`src/shs_pkg.sv`:
```
// constants, states and carriers for the homing sequencer
// assumes one control-cycle clock shared by all users of the package
package shs_pkg;
  // ==========================================
  // object indices and sub-indices
  localparam logic [15:0] IDX_CTRL  = 16'h6040;
  localparam logic [15:0] IDX_STAT  = 16'h6041;
  localparam logic [15:0] IDX_MODE  = 16'h6060;
  localparam logic [15:0] IDX_MDSP  = 16'h6061;
  localparam logic [15:0] IDX_POS   = 16'h6064;
  localparam logic [15:0] IDX_OFFS  = 16'h607C;
  localparam logic [15:0] IDX_METH  = 16'h6098;
  localparam logic [15:0] IDX_SPEED = 16'h6099;
  localparam logic [15:0] IDX_CALC  = 16'h60E6;
  localparam logic [7:0]  SUB_HI    = 8'h01;
  localparam logic [7:0]  SUB_LO    = 8'h02;
  // ==========================================
  // field positions
  localparam int CW_EN_MSB = 3;
  localparam int CW_HOME   = 4;
  localparam int SW_ARRIVE = 10;
  localparam int SW_FOLLOW = 12;
  localparam int SW_FERR   = 13;
  localparam int SW_HDONE  = 15;
  // ==========================================
  // encodings and reset values
  localparam logic [7:0]  MODE_HM  = 8'h06;
  localparam logic [7:0]  CALC_ABS = 8'h00;
  localparam logic [7:0]  CALC_REL = 8'h01;
  localparam logic [7:0]  METH_1   = 8'h01;
  localparam logic [7:0]  METH_2   = 8'h02;
  localparam logic [7:0]  METH_3   = 8'h03;
  localparam logic [7:0]  METH_4   = 8'h04;
  localparam logic [7:0]  METH_5   = 8'h05;
  localparam logic [15:0] CTRL_RST = 16'h0000;
  localparam logic [7:0]  MODE_RST = 8'h00;
  localparam logic [7:0]  CALC_RST = 8'h00;
  localparam logic [7:0]  METH_RST = 8'h01;
  localparam logic [31:0] WORD_RST = 32'h00000000;
  // ==========================================
  // types
  typedef enum logic [2:0] {
    ST_IDLE = 3'h0,
    ST_FAST = 3'h1,
    ST_SLOW = 3'h3,
    ST_ARM  = 3'h2,
    ST_STOP = 3'h6,
    ST_DONE = 3'h7
  } shs_state_e;

  typedef struct packed {
    logic [15:0] index;
    logic [7:0]  sub;
    logic        wr;
    logic [31:0] wdata;
  } shs_obj_req_s;

  // bit order rev, fwd, home, index matches the filter vectors
  typedef struct packed {
    logic rev_limit;
    logic forward_limit_switch;
    logic home_switch;
    logic index_pulse;
  } shs_sw_s;

  typedef struct packed {
    logic        en;
    logic        fwd;
    logic [31:0] speed;
  } shs_motion_s;

  typedef struct packed {
    shs_state_e  st;
    logic [3:0]  s1;
    logic [3:0]  s2;
    logic [3:0]  s3;
    logic [3:0]  flt;
    logic [15:0] ctrl;
    logic        hb;
    logic [7:0]  mode;
    logic [7:0]  calc;
    logic [7:0]  meth;
    logic [31:0] spd_hi;
    logic [31:0] spd_lo;
    logic [31:0] offs;
    logic [31:0] pos;
    logic        lvl;
    logic        dir;
    logic        done;
    logic        ferr;
    shs_motion_s mot;
    logic [31:0] rdata;
  } shs_regs_s;
endpackage

```
`src/shs_homing.sv`:
```
// homing sequencer: object access, switch filtering, search state machine
// assumes switch and index inputs are asynchronous pins, delta is on clk_i
`timescale 1ns/10ps
// Notes on behaviour
// - control bits 0..3 all set enable motion
// - bit 4 rise starts, fall ends homing
// - status bits 10,12,13,15 report homing
// - final stop position becomes mechanical origin
// - absolute mode loads feedback with offset
// - relative mode adds offset to feedback
// - high and low speeds from 6099 sub-indices
// - method 1 clear: fast reverse, slow forward
// - method 1 set: slow forward immediately
// - method 2 clear: fast forward, slow reverse
// - method 2 set: slow reverse immediately
// - method 3 clear: fast forward, slow reverse
// - method 3 set: slow reverse immediately
// - method 4 clear: slow forward, rise arms
// - method 4 set: fast reverse, slow forward
// - method 5 clear: fast reverse, slow forward
// - method 5 set: slow forward immediately
// - no mode change while homing runs
module shs_homing (
  // clock and reset
  input  wire logic                 clk_i,
  input  wire logic                 rst_i,
  // object dictionary access
  input  wire shs_pkg::shs_obj_req_s obj_i,
  output logic [31:0]               obj_rdata_o,
  // switches and encoder
  input  wire shs_pkg::shs_sw_s     sw_i,
  input  wire logic [31:0]          pos_delta_i,
  // motion command
  output shs_pkg::shs_motion_s      motion_o
);
  // ==========================================
  // state
  shs_pkg::shs_regs_s q;
  shs_pkg::shs_regs_s d;
  logic [3:0]         nflt;
  logic [3:0]         rise;
  logic [3:0]         fall;
  logic               enabled;
  logic               active;
  logic               start;
  logic               meth_ok;
  logic               fast_fwd;
  logic               sel_rise;
  logic               sel_fall;
  logic               sel_lvl;
  logic               hit;
  logic [15:0]        stat_w;

  assign enabled = &q.ctrl[shs_pkg::CW_EN_MSB:0];
  assign active  = (q.st != shs_pkg::ST_IDLE) && (q.st != shs_pkg::ST_DONE);
  assign start   = enabled && (q.mode == shs_pkg::MODE_HM) && !active
                   && q.ctrl[shs_pkg::CW_HOME] && !q.hb;
  assign meth_ok = (q.meth >= shs_pkg::METH_1) && (q.meth <= shs_pkg::METH_5);
  assign fast_fwd = (q.meth == shs_pkg::METH_2) || (q.meth == shs_pkg::METH_3);
  assign hit     = q.lvl ? sel_rise : sel_fall;

  always_comb begin
    stat_w = 16'h0000;
    stat_w[shs_pkg::SW_ARRIVE] = q.done;
    stat_w[shs_pkg::SW_FOLLOW] = active;
    stat_w[shs_pkg::SW_FERR]   = q.ferr;
    stat_w[shs_pkg::SW_HDONE]  = q.done;
  end

  // ==========================================
  // filter: a change counts once stages two and three agree
  always_comb begin
    nflt = ((q.s2 ~^ q.s3) & q.s3) | ((q.s2 ^ q.s3) & q.flt);
    rise = nflt & ~q.flt;
    fall = ~nflt & q.flt;
    case (q.meth)
      shs_pkg::METH_1: begin
        sel_rise = rise[3];
        sel_fall = fall[3];
        sel_lvl  = nflt[3];
      end
      shs_pkg::METH_2: begin
        sel_rise = rise[2];
        sel_fall = fall[2];
        sel_lvl  = nflt[2];
      end
      default: begin
        sel_rise = rise[1];
        sel_fall = fall[1];
        sel_lvl  = nflt[1];
      end
    endcase
  end

  // ==========================================
  // next state
  always_comb begin
    d       = q;
    d.s1    = sw_i;
    d.s2    = q.s1;
    d.s3    = q.s2;
    d.flt   = nflt;
    d.hb    = q.ctrl[shs_pkg::CW_HOME];
    d.pos   = q.pos + pos_delta_i;
    d.rdata = 32'h00000000;
    // object access; a read answers one cycle later
    case (obj_i.index)
      shs_pkg::IDX_CTRL:  d.rdata = {16'h0000, q.ctrl};
      shs_pkg::IDX_STAT:  d.rdata = {16'h0000, stat_w};
      shs_pkg::IDX_MODE:  d.rdata = {24'h000000, q.mode};
      shs_pkg::IDX_MDSP:  d.rdata = {24'h000000, q.mode};
      shs_pkg::IDX_POS:   d.rdata = q.pos;
      shs_pkg::IDX_OFFS:  d.rdata = q.offs;
      shs_pkg::IDX_METH:  d.rdata = {24'h000000, q.meth};
      shs_pkg::IDX_CALC:  d.rdata = {24'h000000, q.calc};
      shs_pkg::IDX_SPEED: d.rdata = (obj_i.sub == shs_pkg::SUB_HI) ? q.spd_hi :
                                    (obj_i.sub == shs_pkg::SUB_LO) ? q.spd_lo : 32'h00000000;
      default:            d.rdata = 32'h00000000;
    endcase
    if (obj_i.wr) begin
      case (obj_i.index)
        shs_pkg::IDX_CTRL: d.ctrl = obj_i.wdata[15:0];
        shs_pkg::IDX_MODE: if (!active) d.mode = obj_i.wdata[7:0];
        shs_pkg::IDX_METH: if (!active) d.meth = obj_i.wdata[7:0];
        shs_pkg::IDX_CALC: d.calc = obj_i.wdata[7:0];
        shs_pkg::IDX_OFFS: d.offs = obj_i.wdata;
        shs_pkg::IDX_SPEED: begin
          if (obj_i.sub == shs_pkg::SUB_HI) d.spd_hi = obj_i.wdata;
          if (obj_i.sub == shs_pkg::SUB_LO) d.spd_lo = obj_i.wdata;
        end
        default: ;
      endcase
    end
    // sequence; lvl holds the level whose edge ends the current phase
    case (q.st)
      shs_pkg::ST_IDLE, shs_pkg::ST_DONE: begin
        if (q.st == shs_pkg::ST_DONE && !q.ctrl[shs_pkg::CW_HOME])
          d.st = shs_pkg::ST_IDLE;
        if (start) begin
          d.done = 1'b0;
          d.ferr = !meth_ok;
          if (!meth_ok) begin
            d.st = shs_pkg::ST_IDLE;
          end else if (q.meth == shs_pkg::METH_4) begin
            d.st  = sel_lvl ? shs_pkg::ST_FAST : shs_pkg::ST_SLOW;
            d.dir = !sel_lvl;
            d.lvl = !sel_lvl;
          end else if (!sel_lvl) begin
            d.st  = shs_pkg::ST_FAST;
            d.dir = fast_fwd;
            d.lvl = 1'b1;
          end else begin
            d.st  = shs_pkg::ST_SLOW;
            d.dir = !fast_fwd;
            d.lvl = 1'b0;
          end
        end
      end
      shs_pkg::ST_FAST: if (hit) begin
        d.st  = shs_pkg::ST_SLOW;
        d.dir = !q.dir;
        d.lvl = !q.lvl;
      end
      shs_pkg::ST_SLOW: if (hit) d.st = shs_pkg::ST_ARM;
      shs_pkg::ST_ARM:  if (rise[0]) d.st = shs_pkg::ST_STOP;
      shs_pkg::ST_STOP: begin
        // motion is already off here, so this is the resting point
        d.pos  = (q.calc == shs_pkg::CALC_REL) ? q.pos + q.offs : q.offs;
        d.st   = shs_pkg::ST_DONE;
        d.done = 1'b1;
      end
      default: d.st = shs_pkg::ST_IDLE;
    endcase
    // abort on early clear of bit 4 or loss of enable
    if (active && (!q.ctrl[shs_pkg::CW_HOME] || !enabled)) begin
      d.st   = shs_pkg::ST_IDLE;
      d.done = 1'b0;
    end
    d.mot.en    = (d.st == shs_pkg::ST_FAST) || (d.st == shs_pkg::ST_SLOW)
                  || (d.st == shs_pkg::ST_ARM);
    d.mot.fwd   = d.dir;
    d.mot.speed = (d.st == shs_pkg::ST_FAST) ? q.spd_hi :
                  d.mot.en ? q.spd_lo : 32'h00000000;
  end

  always_ff @(posedge clk_i or posedge rst_i) begin
    if (rst_i) begin
      q        <= '0;
      q.st     <= shs_pkg::ST_IDLE;
      q.ctrl   <= shs_pkg::CTRL_RST;
      q.mode   <= shs_pkg::MODE_RST;
      q.calc   <= shs_pkg::CALC_RST;
      q.meth   <= shs_pkg::METH_RST;
      q.spd_hi <= shs_pkg::WORD_RST;
      q.spd_lo <= shs_pkg::WORD_RST;
      q.offs   <= shs_pkg::WORD_RST;
      q.pos    <= shs_pkg::WORD_RST;
    end else begin
      q <= d;
    end
  end

  assign obj_rdata_o = q.rdata;
  assign motion_o    = q.mot;
endmodule // shs_homing

```
`config.mk`:
```
export PLATFORM = sky130hd
export DESIGN_NAME = shs_homing
export DESIGN_NICKNAME = d
export VERILOG_FILES = /design/src/shs_pkg.sv /design/src/shs_homing.sv
export SDC_FILE = /design/constraint.sdc
export NUM_CORES = 1
export LEC_CHECK = 0
export BUFFER_PORTS_ARGS = -buffer_cell sky130_fd_sc_hd__buf_2
export CAP_MARGIN = 20
export CORE_MARGIN = 1.5
export CORE_UTILIZATION = 50
export CTS_BUF_LIST = sky130_fd_sc_hd__clkbuf_4 sky130_fd_sc_hd__clkbuf_8
export DETAILED_ROUTE_END_ITERATION = 8
export GPL_ROUTABILITY_DRIVEN = 1
export GPL_TIMING_DRIVEN = 0
export PLACE_DENSITY = 0.7
export SLEW_MARGIN = 5
export SYNTH_ARGS = -nofsm -noshare
export SYNTH_HDL_FRONTEND = slang
export SYNTH_SLANG_ARGS = --single-unit
```
`constraint.sdc`:
```
create_clock -name clk_i -period 18.6 [get_ports clk_i]
set_input_delay 4.65 -clock clk_i [delete_from_list [all_inputs] [get_ports clk_i]]
set_output_delay 4.65 -clock clk_i [all_outputs]
set_load 0.005 [all_outputs]
```
==> flow_summary.ini <==
[drt]
wire_per_inst_um = 20.6
dr.pass1.iters = 5
wl_met2_um = 18700
routed_wirelength_um = 40200
via_count = 11600
drt-initial-drc-count = 816
via_per_inst = 5.91
drc = 0
dr.max_layer_used = met4
met1Wirelength_um = 17200
ant_nets = 0
dr_wl_met3_um = 3050

[power]
irDropWorstVdd_uv = 60.3
leakagePower_nw = 8.26
power_density_nw_per_um2 = 105

[critical_path]
crit_arrival_ns = 7.65
crit_path_end_kind = flip-flop
critPathMaxFanout = 10
critPathKind = input port to flip-flop
worst-r2r-cell-count = 13
crit_path_start_kind = input port
cp_data_required_time_ns = 19.05

[run_status]
status = completed

[yosys]
synth_edf_count = 0
synth_area_leaders = dfrtp_1 (45%), mux2_2 (10%), ha_1 (5.7%)
postSynth.asyncResetShare_pct = 100
synth_top_area_share_pct = 44.6
ys_seq_elements = 257
synth_common_cells = dfrtp_1 (256), mux2_2 (131), a21oi_1 (77)
synth.yosys.warnings = 0
synthDistinctLibCells = 76
yosysTopAreaCell = dfrtp_1
syn_area_per_cell_um2 = 10.8
seq_area_frac_synth_pct = 44.8
synthCells = 1335
syn_nets = 1498
yosysMostFrequentCell = dfrtp_1
syn-cell-area_um2 = 14400
ys.flop_type = dfrtp_1

[finish]
fillers = 2397
final_layout_size_suffix_gt1_share_pct = 29.7
num-nets-final = 1709
syn_to_final_growth_pct = 16.1
post-route-util_pct = 59.5

[sta]
fin_setup_tns_ns = 0
min_period_ns = 7.20
clock_skew_ns = 0.0291
fin_ws_ns = 11.40
fin_crit_sh_pct = 38.7
worst_pin_slew_ns = 0.973
finalHoldViolations = 0
max_slew_margin_pct = 34.6
timing.fmax_ghz = 0.139
drv_slew = 0
grt_setup_unrepaired = no
setup_viol = 0

[floorplan]
core_um2 = 28000
die-area_um2 = 29800
initial_core_util_pct = 51.3
die_x_um = 173
io_pins = 161
die_h_um = 173
rows = 61

[clock_network]
cts_resized = 0
h-tree-depth = 2
clockRootBuffer = clkbuf_8
cts_tree = yes
cts_sinks = 257
post_cts_buffers = 0
clockBufferDepth = 3
insertion_delay_ns = 0.58
path_clk_slew_ns = 0.06
ctsHoldBuffers = 0
cts_made_buffers = 45

[global_route]
grt_max_degree = 107
grt_first_pass_wirelength_um = 63100
grt_use_total_pct = 26.9
antenna_found_initial = 1
grt_pass1_vias = 11500
overflow = 0

[worst_hold_path]
min_path_cells = 0
hp-class = flip-flop to flip-flop

[placement]
routabilityCongestion = 0.924
dp_slack_ns = 10.95
post-dp-hpwl_um = 29300
port_buffers = 160

[run]
cap_violations = 0
cells by family after synthesis:
logic type / Yosys count / synth area share, %
flops: 257 / 44.8
buf+inv: 155 / 6.19
xor+xnor: 51 / 3.11
fa+ha+maj: 68 / 6.03
simple gates: 257 / 9.13
compound gates: 401 / 19.4
mux: 146 / 11.4
power breakdown:
| group | leakage, nW | internal, mW | switching [mW] |
|---|---|---|---|
| sequential | 3.47 | 0.603 | 0.0474 |
| combinational | 4.28 | 0.236 | 0.304 |
| clock | 0.510 | 0.321 | 0.235 |
final timing paths:
kind,startpoint,slack (ns),to
max,obj_i[50],11.40,q[111]
min,d[249],0.34,d[245]
max reg2reg,q[70],15.27,q[100]
min reg2reg,d[249],0.34,d[245]
max in group asynchronous,rst_i,13.60,motion_o[22]
min in group asynchronous,rst_i,4.11,q[172]
state kept, by name (all words and copies together) (netlist names):
name,flops
motion_o,34
d,9
q,182
obj_rdata_o,32
worst max-delay path: stages:
cell and delay, ns:
buf_2 0.09, nor4_1 0.27, nand2_1 0.12, inv_1 0.09
nand3_1 0.16, nor3_1 0.75, and2_1 0.22, clkbuf_1 0.43
buf_2 0.46, mux2_2 0.39
per-stage QoR:
step	instances	power (mW)	hold slack (ns)	cell area [µm²]
floorplan	1335	1.06	0.331	14400
global placement	1873	1.18	0.333	15600
detailed placement	1877	1.19	0.335	15700
CTS	1954	1.75	0.346	16700
global route	1954	1.85	0.355	16700
finish	1955	1.75	0.339	16700
per-layer routing:
metal	vias up	GRT usage [%]
li1	5368	-
met1	5617	35.9
met2	480	43.8
met3	93	5.41
met4	0	9.36
met5	-	0
area by class of cell:
cell class	instances	area (µm²)	share of cell area, %
clock buffers	70	863	5.18
multi-input cells	923	7050	42.3
plain buffers	124	773	4.64
flip-flops and latches	257	6430	38.6
repair buffers	164	866	5.19
inverters	31	124	0.743
well taps	378	473	2.84
clock inverters	7	88.8	0.533
diodes	1	2.50	0.0150
cells in the final DEF, fill, tap and decap left out, types with 54 or more instances in the layout:
master    count
dfrtp_1     256
buf_2       168
mux2_2      131
a21oi_1      77
nor2_1       68
ha_1         66
buf_4        66
a22oi_1      60
nand2_1      55
clkbuf_8     54
Note: power is estimated with default switching activity, not from simulation.
